$ cat src/rtl/framer_consts.svh
// register offsets, field positions, reset values and frame size limits of the framer
`ifndef FRAMER_CONSTS_SVH
`define FRAMER_CONSTS_SVH

// register indices; byte address is four times the index
`define IDX_PACKET_CONTROL_ONE  8'h04
`define IDX_PACKET_CONTROL_TWO  8'h05
`define IDX_DATA_SETTINGS_TWO   8'h08
`define IDX_FRAME_CONTROL       8'h10
`define IDX_TX_LENGTH           8'h11
`define IDX_FRAME_STATUS        8'h12
`define IDX_RX_LENGTH           8'h13

// field positions
`define EXT_SEL_A_MSB     7
`define EXT_SEL_A_LSB     6
`define RX_EXT_DIS_BIT    3
`define FMT_SEL_MSB       1
`define FMT_SEL_LSB       0
`define LEN_MODE_MSB      1
`define LEN_MODE_LSB      0
`define EXT_SEL_B_MSB     7
`define EXT_SEL_B_LSB     6
`define WHITEN_EN_BIT     0
`define CTRL_START_BIT    0
`define CTRL_TX_BIT       1
`define STAT_BUSY_BIT     0
`define STAT_DONE_BIT     1
`define STAT_LENERR_BIT   2
`define STAT_EXT_BIT      3

// field encodings
`define FMT_B             2'h1
`define FMT_C             2'h2
`define EXT_A_ELL         2'h0
`define EXT_B_CI8E        2'h1
`define EXT_B_CI8F        2'h2
`define LEN_MODE_TWO      2'h1
`define CI_EXT_8E         8'h8E
`define CI_EXT_8F         8'h8F

// byte positions and block sizes, counted from the first byte after the length field
`define CI_POS            11'h009
`define SEG_FIRST_PLAIN   8'h7D
`define SEG_FIRST_8F      8'h18
`define SEG_SECOND_8F     8'h63
`define SEG_OPTIONAL      8'h7E
`define CRC_BYTES         11'h002
`define MIN_LEN_B         11'h00C
`define PN9_SEED          9'h1FF

// reset values
`define RST_PACKET_CONTROL_ONE  8'h00
`define RST_PACKET_CONTROL_TWO  8'h00
`define RST_DATA_SETTINGS_TWO   8'h00

`endif

$ cat src/rtl/framer_pkg.sv
// types shared by the framer modules
package framer_pkg;
  typedef enum logic [1:0] {
    kind_plain   = 2'b00,
    kind_ci8e    = 2'b01,
    kind_ci8f    = 2'b10,
    kind_general = 2'b11
  } frame_kind_type;

  typedef enum logic [2:0] {
    st_idle   = 3'b000,
    st_len_hi = 3'b001,
    st_len_lo = 3'b010,
    st_body   = 3'b011,
    st_crc_a  = 3'b100,
    st_crc_b  = 3'b101
  } frame_state_type;
endpackage

$ cat src/rtl/whiten_link_if.sv
// carrier between the frame engine and the whitening sequence generator
interface whiten_link_if;
  logic       init;
  logic       step;
  logic [7:0] din;
  logic [7:0] dout;
  modport engine   (output init, output step, output din, input dout);
  modport whitener (input init, input step, input din, output dout);
endinterface

$ cat src/rtl/whitener.sv
// pn9 data whitening: the same xor applies whitening on transmit and removes it on receive
`include "framer_consts.svh"

module whitener (
  input  wire logic     pclk,
  input  wire logic     presetn,
  whiten_link_if.whitener link
);
  logic [8:0] pn;
  logic [8:0] next_pn;
  logic [7:0] pn_byte;

  // eight steps of x^9 + x^5 + 1, first bit out is lsb of the byte
  always_comb begin
    next_pn = pn;
    pn_byte = 8'h00;
    for (int i = 0; i < 8; i++) begin
      pn_byte[i] = next_pn[0];
      next_pn    = {next_pn[0] ^ next_pn[5], next_pn[8:1]};
    end
  end

  assign link.dout = link.din ^ pn_byte;

  always_ff @(posedge pclk or negedge presetn) begin
    if (!presetn) begin
      pn <= `PN9_SEED;
    end else if (link.init) begin
      pn <= `PN9_SEED;
    end else if (link.step) begin
      pn <= next_pn;
    end
  end
endmodule // whitener

$ cat src/rtl/extended_link_and_general_framer.sv
// byte-stream framer for meter-bus format b, its extended link layer frames and format c
// How it works
// [RULE1] software selects the 0x8E frame with select a = 00 and select b = 01
// [RULE2] software selects the 0x8F frame with select a = 00 and select b = 10
// [RULE3] receive checks the ci byte for extended frames unless the check is disabled
// [RULE4] extended frames keep the format b first block ahead of the extended block
// [RULE5] format select 10 picks general format c
// [RULE6] format c is one block closed by a two-byte crc
// [RULE7] format c length counts every byte after it, crc included
// [RULE8] format c length field is one or two bytes per length mode
// [RULE9] format c body is whitened on transmit and de-whitened on receive
// [RULE10] format select 01 picks meter-bus format b
// [RULE11] in format b each block from the second on ends in a two-byte crc
// [RULE12] block limits: 0x8E 125 then 126; 0x8F 24, 99, then 126
`include "framer_consts.svh"

module extended_link_and_general_framer (
  input  wire logic        pclk,
  input  wire logic        presetn,
  input  wire logic        psel,
  input  wire logic        penable,
  input  wire logic        pwrite,
  input  wire logic [11:0] paddr,
  input  wire logic [31:0] pwdata,
  output logic      [31:0] prdata,
  output logic             pready,
  output logic             pslverr,
  input  wire logic        in_valid,
  output logic             in_ready,
  input  wire logic [7:0]  in_data,
  output logic             out_valid,
  input  wire logic        out_ready,
  output logic      [7:0]  out_data,
  output logic             out_crc
);
  import framer_pkg::*;

  // ----------------------------------------------------------------
  // registers and apb access
  // ----------------------------------------------------------------
  logic [7:0]      packet_control_one;
  logic [7:0]      packet_control_two;
  logic [7:0]      data_settings_two;
  logic [10:0]     tx_length;
  logic [10:0]     len_q;
  logic            done_flag;
  logic            len_err_flag;
  logic            ext_seen;
  frame_state_type state;
  frame_kind_type  kind;
  logic            dir_tx;
  logic            white_on;
  logic [10:0]     remaining;
  logic [10:0]     pos;
  logic [7:0]      seg_cnt;
  logic [1:0]      seg_idx;
  logic            wr_en;
  logic            start;
  logic            mapped;
  logic            set_done;
  logic            set_err;
  logic [31:0]     rd_mux;

  function automatic logic hit(input logic [11:0] addr, input logic [7:0] idx);
    hit = (addr == {2'b00, idx, 2'b00});
  endfunction

  function automatic logic [7:0] seg_limit(input frame_kind_type k, input logic [1:0] idx);
    if (k == kind_ci8f && idx == 2'd0) begin
      seg_limit = `SEG_FIRST_8F;  // [RULE12]
    end else if (k == kind_ci8f && idx == 2'd1) begin
      seg_limit = `SEG_SECOND_8F;  // [RULE12]
    end else if (idx == 2'd0) begin
      seg_limit = `SEG_FIRST_PLAIN;  // [RULE12]
    end else begin
      seg_limit = `SEG_OPTIONAL;  // [RULE12]
    end
  endfunction

  assign pready = 1'b1;
  assign wr_en  = psel && penable && pwrite;

  always_comb begin
    mapped = 1'b1;
    rd_mux = 32'h0000_0000;
    if (hit(paddr, `IDX_PACKET_CONTROL_ONE)) begin
      rd_mux[7:0] = packet_control_one;
    end else if (hit(paddr, `IDX_PACKET_CONTROL_TWO)) begin
      rd_mux[7:0] = packet_control_two;
    end else if (hit(paddr, `IDX_DATA_SETTINGS_TWO)) begin
      rd_mux[7:0] = data_settings_two;
    end else if (hit(paddr, `IDX_FRAME_CONTROL)) begin
      rd_mux[`CTRL_TX_BIT] = dir_tx;
    end else if (hit(paddr, `IDX_TX_LENGTH)) begin
      rd_mux[10:0] = tx_length;
    end else if (hit(paddr, `IDX_FRAME_STATUS)) begin
      // busy holds until done is visible, so a poll never sees neither
      rd_mux[`STAT_BUSY_BIT]   = (state != st_idle) || set_done;
      rd_mux[`STAT_DONE_BIT]   = done_flag;
      rd_mux[`STAT_LENERR_BIT] = len_err_flag;
      rd_mux[`STAT_EXT_BIT]    = ext_seen;
      rd_mux[9:8]              = kind;
    end else if (hit(paddr, `IDX_RX_LENGTH)) begin
      rd_mux[10:0] = len_q;
    end else begin
      mapped = 1'b0;
    end
  end

  assign pslverr = psel && penable && !mapped;

  // read data is captured in the setup cycle so it stands from a flip-flop in the access cycle
  always_ff @(posedge pclk or negedge presetn) begin
    if (!presetn) begin
      prdata <= 32'h0000_0000;
    end else if (psel && !penable && !pwrite) begin
      prdata <= rd_mux;
    end
  end

  always_ff @(posedge pclk or negedge presetn) begin
    if (!presetn) begin
      packet_control_one <= `RST_PACKET_CONTROL_ONE;
      packet_control_two <= `RST_PACKET_CONTROL_TWO;
      data_settings_two  <= `RST_DATA_SETTINGS_TWO;
      tx_length          <= 11'h000;
    end else if (wr_en && state == st_idle) begin
      // settings are frozen while a frame is in flight
      if (hit(paddr, `IDX_PACKET_CONTROL_ONE)) begin
        packet_control_one <= pwdata[7:0];
      end else if (hit(paddr, `IDX_PACKET_CONTROL_TWO)) begin
        packet_control_two <= pwdata[7:0];
      end else if (hit(paddr, `IDX_DATA_SETTINGS_TWO)) begin
        data_settings_two <= pwdata[7:0];
      end else if (hit(paddr, `IDX_TX_LENGTH)) begin
        tx_length <= pwdata[10:0];
      end
    end
  end

  assign start = wr_en && hit(paddr, `IDX_FRAME_CONTROL) && pwdata[`CTRL_START_BIT]
                 && state == st_idle;

  // sticky flags, write one to clear; a hardware set in the same cycle wins
  always_ff @(posedge pclk or negedge presetn) begin
    if (!presetn) begin
      done_flag    <= 1'b0;
      len_err_flag <= 1'b0;
    end else begin
      if (set_done) begin
        done_flag <= 1'b1;
      end else if (wr_en && hit(paddr, `IDX_FRAME_STATUS) && pwdata[`STAT_DONE_BIT]) begin
        done_flag <= 1'b0;
      end
      if (set_err) begin
        len_err_flag <= 1'b1;
      end else if (wr_en && hit(paddr, `IDX_FRAME_STATUS) && pwdata[`STAT_LENERR_BIT]) begin
        len_err_flag <= 1'b0;
      end
    end
  end

  // ----------------------------------------------------------------
  // frame engine
  // ----------------------------------------------------------------
  whiten_link_if wl ();

  whitener u_whitener (
    .pclk    (pclk),
    .presetn (presetn),
    .link    (wl.whitener)
  );

  logic        can_load;
  logic        need_in;
  logic        step;
  logic [7:0]  cur_byte;
  logic [10:0] new_len;
  logic        len_bad;
  logic [1:0]  fmt;
  logic [1:0]  ext_a;
  logic [1:0]  ext_b;
  logic [10:0] rem_dec;
  logic [7:0]  seg_inc;

  assign fmt      = packet_control_one[`FMT_SEL_MSB:`FMT_SEL_LSB];
  assign ext_a    = packet_control_one[`EXT_SEL_A_MSB:`EXT_SEL_A_LSB];
  assign ext_b    = data_settings_two[`EXT_SEL_B_MSB:`EXT_SEL_B_LSB];
  assign can_load = !out_valid || out_ready;
  assign need_in  = (state != st_idle) && (!dir_tx || state == st_body);
  assign step     = (state != st_idle) && can_load && (!need_in || in_valid);
  assign in_ready = can_load && need_in;
  assign rem_dec  = remaining - 11'h001;
  assign seg_inc  = seg_cnt + 8'h01;

  assign wl.init = start;
  assign wl.din  = in_data;
  assign wl.step = step && state == st_body && white_on;  // [RULE9]

  always_comb begin
    if (state == st_len_hi) begin
      cur_byte = dir_tx ? {5'h00, len_q[10:8]} : in_data;
    end else if (state == st_len_lo) begin
      cur_byte = dir_tx ? len_q[7:0] : in_data;
    end else if (state == st_body) begin
      cur_byte = white_on ? wl.dout : in_data;  // [RULE9]
    end else begin
      cur_byte = dir_tx ? 8'h00 : in_data;
    end
  end

  // length as it stands once the last length byte is taken
  always_comb begin
    new_len = dir_tx ? len_q : {len_q[10:8], in_data};
    if (kind == kind_general) begin
      len_bad = (new_len < `CRC_BYTES);  // [RULE7]
    end else begin
      len_bad = (new_len < `MIN_LEN_B);  // [RULE4]
    end
  end

  always_ff @(posedge pclk or negedge presetn) begin
    if (!presetn) begin
      out_valid <= 1'b0;
      out_data  <= 8'h00;
      out_crc   <= 1'b0;
    end else if (step) begin
      out_valid <= 1'b1;
      out_data  <= cur_byte;
      out_crc   <= (state == st_crc_a) || (state == st_crc_b);  // [RULE11]
    end else if (out_ready) begin
      out_valid <= 1'b0;
    end
  end

  always_ff @(posedge pclk or negedge presetn) begin
    if (!presetn) begin
      state     <= st_idle;
      kind      <= kind_plain;
      dir_tx    <= 1'b0;
      white_on  <= 1'b0;
      len_q     <= 11'h000;
      remaining <= 11'h000;
      pos       <= 11'h000;
      seg_cnt   <= 8'h00;
      seg_idx   <= 2'd0;
      ext_seen  <= 1'b0;
      set_done  <= 1'b0;
      set_err   <= 1'b0;
    end else begin
      set_done <= 1'b0;
      set_err  <= 1'b0;
      if (start) begin
        dir_tx   <= pwdata[`CTRL_TX_BIT];
        len_q    <= pwdata[`CTRL_TX_BIT] ? tx_length : 11'h000;
        pos      <= 11'h000;
        seg_cnt  <= 8'h00;
        seg_idx  <= 2'd0;
        ext_seen <= 1'b0;
        white_on <= (fmt == `FMT_C) && data_settings_two[`WHITEN_EN_BIT];  // [RULE9]
        if (fmt == `FMT_C) begin
          kind  <= kind_general;  // [RULE5]
          state <= (packet_control_two[`LEN_MODE_MSB:`LEN_MODE_LSB] == `LEN_MODE_TWO)
                   ? st_len_hi : st_len_lo;  // [RULE8]
        end else if (fmt == `FMT_B) begin
          kind  <= kind_plain;  // [RULE10]
          state <= st_len_lo;
          if (pwdata[`CTRL_TX_BIT] && ext_a == `EXT_A_ELL && ext_b == `EXT_B_CI8E) begin
            kind <= kind_ci8e;  // [RULE1]
          end else if (pwdata[`CTRL_TX_BIT] && ext_a == `EXT_A_ELL
                       && ext_b == `EXT_B_CI8F) begin
            kind <= kind_ci8f;  // [RULE2]
          end
        end else begin
          set_err  <= 1'b1;
          set_done <= 1'b1;
        end
      end else if (step) begin
        case (state)
          st_len_hi: begin
            if (!dir_tx) begin
              len_q[10:8] <= in_data[2:0];
            end
            state <= st_len_lo;
          end
          st_len_lo: begin
            len_q     <= new_len;
            remaining <= new_len;
            if (len_bad) begin
              set_err  <= 1'b1;
              set_done <= 1'b1;
              state    <= st_idle;
            end else if (new_len == `CRC_BYTES) begin
              state <= st_crc_a;  // [RULE6]
            end else begin
              state <= st_body;
            end
          end
          st_body: begin
            remaining <= rem_dec;
            pos       <= pos + 11'h001;
            seg_cnt   <= seg_inc;
            if (!dir_tx && kind == kind_plain && pos == `CI_POS
                && !packet_control_one[`RX_EXT_DIS_BIT]) begin
              // this byte still lies inside the first block, which runs in format b layout
              if (in_data == `CI_EXT_8E) begin
                kind     <= kind_ci8e;  // [RULE3] [RULE4]
                ext_seen <= 1'b1;
              end else if (in_data == `CI_EXT_8F) begin
                kind     <= kind_ci8f;  // [RULE3] [RULE4]
                ext_seen <= 1'b1;
              end
            end
            if (rem_dec == `CRC_BYTES) begin
              state <= st_crc_a;  // [RULE6] [RULE7]
            end else if (kind != kind_general && seg_inc == seg_limit(kind, seg_idx)) begin
              state <= st_crc_a;  // [RULE11] [RULE12]
            end
          end
          st_crc_a: begin
            remaining <= rem_dec;
            state     <= st_crc_b;
          end
          st_crc_b: begin
            remaining <= rem_dec;
            seg_cnt   <= 8'h00;
            if (seg_idx != 2'd3) begin
              seg_idx <= seg_idx + 2'd1;
            end
            if (rem_dec == 11'h000) begin
              set_done <= 1'b1;
              state    <= st_idle;
            end else if (rem_dec == `CRC_BYTES) begin
              state <= st_crc_a;
            end else begin
              state <= st_body;  // [RULE11]
            end
          end
          default: begin
            state <= st_idle;
          end
        endcase
      end
    end
  end
endmodule // extended_link_and_general_framer

$ cat config.mk
export PLATFORM = sky130hd
export DESIGN_NAME = extended_link_and_general_framer
export DESIGN_NICKNAME = d
export VERILOG_FILES = /design/src/rtl/framer_pkg.sv /design/src/rtl/whiten_link_if.sv /design/src/rtl/whitener.sv /design/src/rtl/extended_link_and_general_framer.sv
export VERILOG_INCLUDE_DIRS = /design/src /design/src/rtl
export SDC_FILE = /design/constraint.sdc
export NUM_CORES = 1
export LEC_CHECK = 0
export ABC_CLOCK_PERIOD_IN_PS = 2800
export BUFFER_PORTS_ARGS = -buffer_cell sky130_fd_sc_hd__clkbuf_2
export CELL_PAD_IN_SITES_DETAIL_PLACEMENT = 1
export CELL_PAD_IN_SITES_GLOBAL_PLACEMENT = 1
export CORE_MARGIN = 3
export CORE_UTILIZATION = 35
export DETAILED_ROUTE_END_ITERATION = 6
export PLACE_DENSITY = 0.78
export RECOVER_POWER = 50
export SLEW_MARGIN = 15
export SYNTH_ARGS = -nofsm -noshare
export SYNTH_HDL_FRONTEND = slang
export SYNTH_SLANG_ARGS = --single-unit
$ cat constraint.sdc
create_clock -name pclk -period 2.8 [get_ports pclk]
set_clock_uncertainty 0.15 [all_clocks]
set_input_delay 0.28 -clock pclk [delete_from_list [all_inputs] [get_ports pclk]]
set_output_delay 0.28 -clock pclk [all_outputs]
set_load 0.01 [all_outputs]
# --- After elaboration in Yosys (flattened, before gate mapping) ---
# Cells that the tools add are included.
classes:
  addsub: 4
  n_lt_le_gt_ge: 2
  n_eq_ne: 31
  n_reduce_logical: 74
  n_mux: 101
  bitwise: 13
op_table:
  columns: ["cell", "count"]
  rows:
  - ["2-to-1 mux 8 bit", 18]
  - ["2-to-1 mux 11 bit", 8]
  - ["== test 12 x 7 -> 1 bit, second input constant", 4]
  - ["2-to-1 mux 3 bit", 14]
  - ["2-to-1 mux 2 bit", 17]
  - ["2-to-1 mux 1 bit", 32]
  - ["logical AND 1 bit", 28]
  - ["2-to-1 mux 9 bit", 3]
  - ["== test 12 x 5 -> 1 bit, second input constant", 2]
  - ["== test 11 x 2 -> 1 bit, second input constant", 2]
  - ["one-hot mux 11 bit (2 select lines)", 1]
  - ["nonzero test 2 bit", 11]
  - ["== test 8 bit, second input constant", 2]
  - ["one-hot mux 8 bit (2 select lines)", 1]
  - ["one-hot mux 3 bit (5 select lines)", 1]
  - ["AND reduction 3 bit", 5]
  - ["== test 12 x 6 -> 1 bit, second input constant", 1]
  - ["nonzero test 3 bit", 4]
  - ["adder 11 x 1 -> 11 bit, second input constant", 1]
  - ["== test 11 x 4 -> 1 bit, second input constant", 1]
  - ["logical NOT 11 bit", 1]
  - ["< comparator 11 x 2 -> 1 bit, second input constant", 1]
  - ["< comparator 11 x 4 -> 1 bit, second input constant", 1]
  - ["subtractor 11 x 1 -> 11 bit, second input constant", 1]
  - ["other kinds (28)", 65]
word_totals:
  in_bits: 59
  word_cells: 249
  ff_bits: 120

# --- Logic depth before layout (Yosys ltp) ---
logic_depth:
  word_depth: 15
  ltp_mapped: 10

# --- By module ---
# A second synthesis with hierarchy kept.
unflattened:
  hier_cells: 772
  hier_area_um2: 7278.2
by_module_without_submodules:
  columns: ["module", "instances", "area_each_um2", "cells_per_inst"]
  rows:
  - ["extended_link_and_general_framer", 1, 6749.0, 722]
  - ["whitener", 1, 529.3, 50]

# --- Worst setup path before layout ---
# OpenSTA, ideal clock, no wires.
synth_path:
  path_type: "register to register"
  from: "register remaining[0]"
  to: "register state[0]"
  arrival_ns: 2.585
  slack_ns: -0.060
  period_less_slack_ns: 2.860
  path_stages_with_launch: 11
  path_cell_list: "dfrtp_1 clkbuf_1 inv_1 ha_1 clkbuf_1 o21bai_1 a311o_1 a311o_1 o21a_1 o22ai_1 mux2_2"
synth_via:
  elab_chain_cells: 7
  elab_cells_between_ends: 11
synth_rtl:
  columns: ["item", "line", "rtl"]
  rows:
  - ["start: declaration", "extended_link_and_general_framer.sv:53", "logic [10:0] remaining;"]
  - ["start signal: assignment", "extended_link_and_general_framer.sv:288", "remaining <= new_len;"]
  - ["start signal: assignment", "extended_link_and_general_framer.sv:300", "remaining <= rem_dec;"]
  - ["start signal: assignment", "extended_link_and_general_framer.sv:321", "remaining <= rem_dec;"]
  - ["subtractor 11 x 1 -> 11 bit (*)", "extended_link_and_general_framer.sv:193", "assign rem_dec = remaining - 11'h001;"]
  - ["== test 11 x 2 -> 1 bit (no source line)", null, null]
  - ["2-to-1 mux 3 bit", "extended_link_and_general_framer.sv:333", "end else if (rem_dec == `CRC_BYTES) begin"]
  - ["2-to-1 mux 3 bit", "extended_link_and_general_framer.sv:330", "if (rem_dec == 11'h000) begin"]
  - ["one-hot mux 3 bit (5 select lines)", "extended_link_and_general_framer.sv:279", "case (state)"]
  - ["2-to-1 mux 3 bit", "extended_link_and_general_framer.sv:278", "end else if (step) begin"]
  - ["2-to-1 mux 3 bit", "extended_link_and_general_framer.sv:253", "if (start) begin"]
  - ["end signal: assignment", "extended_link_and_general_framer.sv:284", "state <= st_len_lo;"]
  - ["end signal: assignment", "extended_link_and_general_framer.sv:332", "state <= st_idle;"]
  - ["end signal: assignment", "extended_link_and_general_framer.sv:334", "state <= st_crc_a;"]
  - ["end: declaration", "extended_link_and_general_framer.sv:49", "frame_state_type state;"]
# Mark *: on every way between the ends. The rest lies on a longest branch, timed or not. The select of a mux whose other input is x is not followed.
# A chain may end at the register's enable or synchronous reset.

# --- Final worst setup path ---
layout_path:
  from: "register remaining[1]"
  to: "register state[0]"
# Same word-level chain as after synthesis.

==> results.ini <==
[setup_path]
path_cells=inv_1 -> ha_1 -> nor4b_1 -> nand4b_1 -> a311o_1 -> o21a_1 -> o22ai_2 -> mux2_2
slowest_stage=a311o_1
required_ns=2.95
worstPathMaxFanout=6
r2r-start=remaining[1]
crit_end=state[0]
worstSetupPathType=register to register
r2r_slack_ns=0.11
reg2reg_to=state[0]
arrival_ns=2.84
worstSetupPathDepth=8
slowest_delay_ns=0.47
cp-end-kind=register
crit_start=remaining[1]
path_buf_inv=1
critPathTopFamily=compound AO/OA/AOI/OAI gates
ff2ff_path_depth=8
crit_path_start_kind=register

[floorplan]
initial_core_util=0.362
die_area_mm2=0.0231
dieWidth_um=152
core_mm2=0.0206
rows=52
ios=104
die_h_um=152

[clocking]
cts_max_level=4
clk_pin_slew_ns=0.06
cts_tree=built
cts_buffer_depth=2
cts-buffers-inserted=17
cts-root-buf=clkbuf_16
cts.sinks=120
clkLatencyLatePin_ns=0.43

[power]
power_leakage_nw=3.90
peakVddDrop_mv=0.468
switchingPower_mw=2.18
combPwrFrac=0.289
intPower_mw=3.84
clkPwrFrac=0.335
power.density_mw_per_mm2=685
total_power_mw=6.01
p_sw_frac=0.362
pwr-share-seq=0.376

[layout]
finalNetCount=963
syn2layout_area_growth_pct=18.0
final_common_cell=dfrtp_1
drive_gt1_frac=0.215
mostFrequentLayoutCells=111 x dfrtp_1, 93 x o21ai_0, 76 x nand2_1, 57 x nor2_1, 44 x buf_4
diodes=0

[place]
portBuffers=60
place.gp.congestion=0.910
place_hpwl_um=16900

[run_status]
outcome=finished, final reports clean

[synthesis]
ys_async_sr_fraction=1.00
ys.warnings.count=0
synth_area_mm2=0.00745
yosysSeqAreaShare=0.405
synth.distinct_cells=77
synth_cells=807
yosys.area.top_type=dfrtp_1
avgSynthCellArea_um2=9.23
synth-main-ff-cell=dfrtp_1
synth_edf_count=0
synth.area.top_cells=dfrtp_1 37%, o21ai_0 6.3%, nand2_1 3.8%, mux2_2 3.5%, mux2_4 3.2%
netlist.area_leader.share=0.373
synth-seq-cells=120

[global_route]
grt_pass1_wl_um=38100
track_usage=0.204
overflow=0
grt_max_degree=58
antenna_found_initial=0
grt_pass1_vias=6837

[drt]
wl_per_cell_um=20.1
drt_iter0_drc=457
wirelength_um=23600
via_count=6654
firstDrtPassIters=4
antenna_left=0
drc=0
via_per_inst=5.67

[hold_path]
hp-start=pwdata[2]
hold_path_depth=2
hold_class=input port to register

[run]
max_cap_violations=0

[timing]
worst_pin_slew_ns=0.978
fmax_ghz=0.372
hold_viol=0
drv_slew=0
setup_viol=0
min_period_ns=2.69
rsz0062_at_grt=no
period_share=0.961
slew_headroom=0.348
holdWs_ns=0.0273
setup_tns_ns=0

-- metrics by stage --
stage | cells | util | worst slack (ns) | cell area [µm²]
floorplan | 827 | - | 0.0317 | 7520
global placement | 1133 | 0.398 | 0.229 | 8180
detailed placement | 1133 | 0.398 | 0.114 | 8180
CTS | 1174 | 0.428 | 0.0954 | 8810
global route | 1174 | 0.427 | 0.0133 | 8780
finish | 1174 | 0.427 | 0.110 | 8780
-- state kept, by name, summed over array words and instances (netlist names), 3 cells and up --
register            flops
tx_length              11
packet_control_two      8
data_settings_two       8
out_data                8
seg_cnt                 8
len_q                  11
state                   3
u_whitener.pn           9
remaining              11
pos                    11
prdata                 11
packet_control_one      8
-- how the worst min path moves through the flow --
stage / endpoint / slack (ns)
finish: packet_control_two[2] / 0.03
global route: packet_control_one[2] / 0.02
CTS: data_settings_two[2] / 0.02
detailed placement: remaining[8] / 0.15
global placement: remaining[8] / 0.14
floorplan: data_settings_two[0] / -0.17
-- cells by family (layout without fill, tap and decap cells) --
kind of cell / count (synthesis) / in the layout / synth area share
buffers and inverters: 97 / 174 / 0.0664
AO/OA/AOI/OAI: 218 / 218 / 0.188
multiplexers: 58 / 58 / 0.0929
XOR/XNOR: 22 / 22 / 0.0259
flip-flops: 120 / 120 / 0.405
adder cells (fa/ha/maj): 13 / 13 / 0.0218
AND/OR/NAND/NOR: 277 / 277 / 0.200
other: 2 / 22 / 0.00101
-- cell usage after synthesis, types with 16 or more instances --
cell and count:
nand3_1 32, buf_4 23, mux2_2 23, clkbuf_1 33, o21ai_0 93, nor2_1 58, mux2i_1 17, inv_1 25
dfrtp_1 111, mux2_4 16, a21oi_1 23, nand2_1 76
-- repair_timing --
| item | CTS | global route |
|---|---|---|
| hold buffers | 9 | 0 |
| buffers inserted | 0 | 0 |
| endpoints found under the hold margin | 54 | 0 |
| gates resized for setup | 0 | 4 |
| endpoints found under the setup margin | 0 | 4 |
-- power groups by stage --
stage	combinational, mW	sequential, mW	clock (mW)
6_report	1.74	2.26	2.02
3_3_place_gp	1.64	2.27	0
4_1_cts	1.73	2.26	2.06
5_1_grt	1.93	2.30	2.15
2_1_floorplan	1.07	2.23	0
3_5_place_dp	1.71	2.29	0
-- layout make-up --
type                       count  area, µm²
clock buffer                  18        439
clock inverter                14        103
fill                        2476      11800
inverter                      25       93.8
multi-input combinational    610       4050
sequential                   120       3010
tap                          270        338
timing repair buffer         117        747
-- metal layers --
metal	vias up	GRT usage	share of wire
met1	3329	0.288	0.46
met3	35	0.0432	0.060
li1	3074	-	-
met2	216	0.322	0.46
met4	0	0.0505	0.016
met5	-	0	0
No activity file was read; power rests on OpenSTA's default activity.
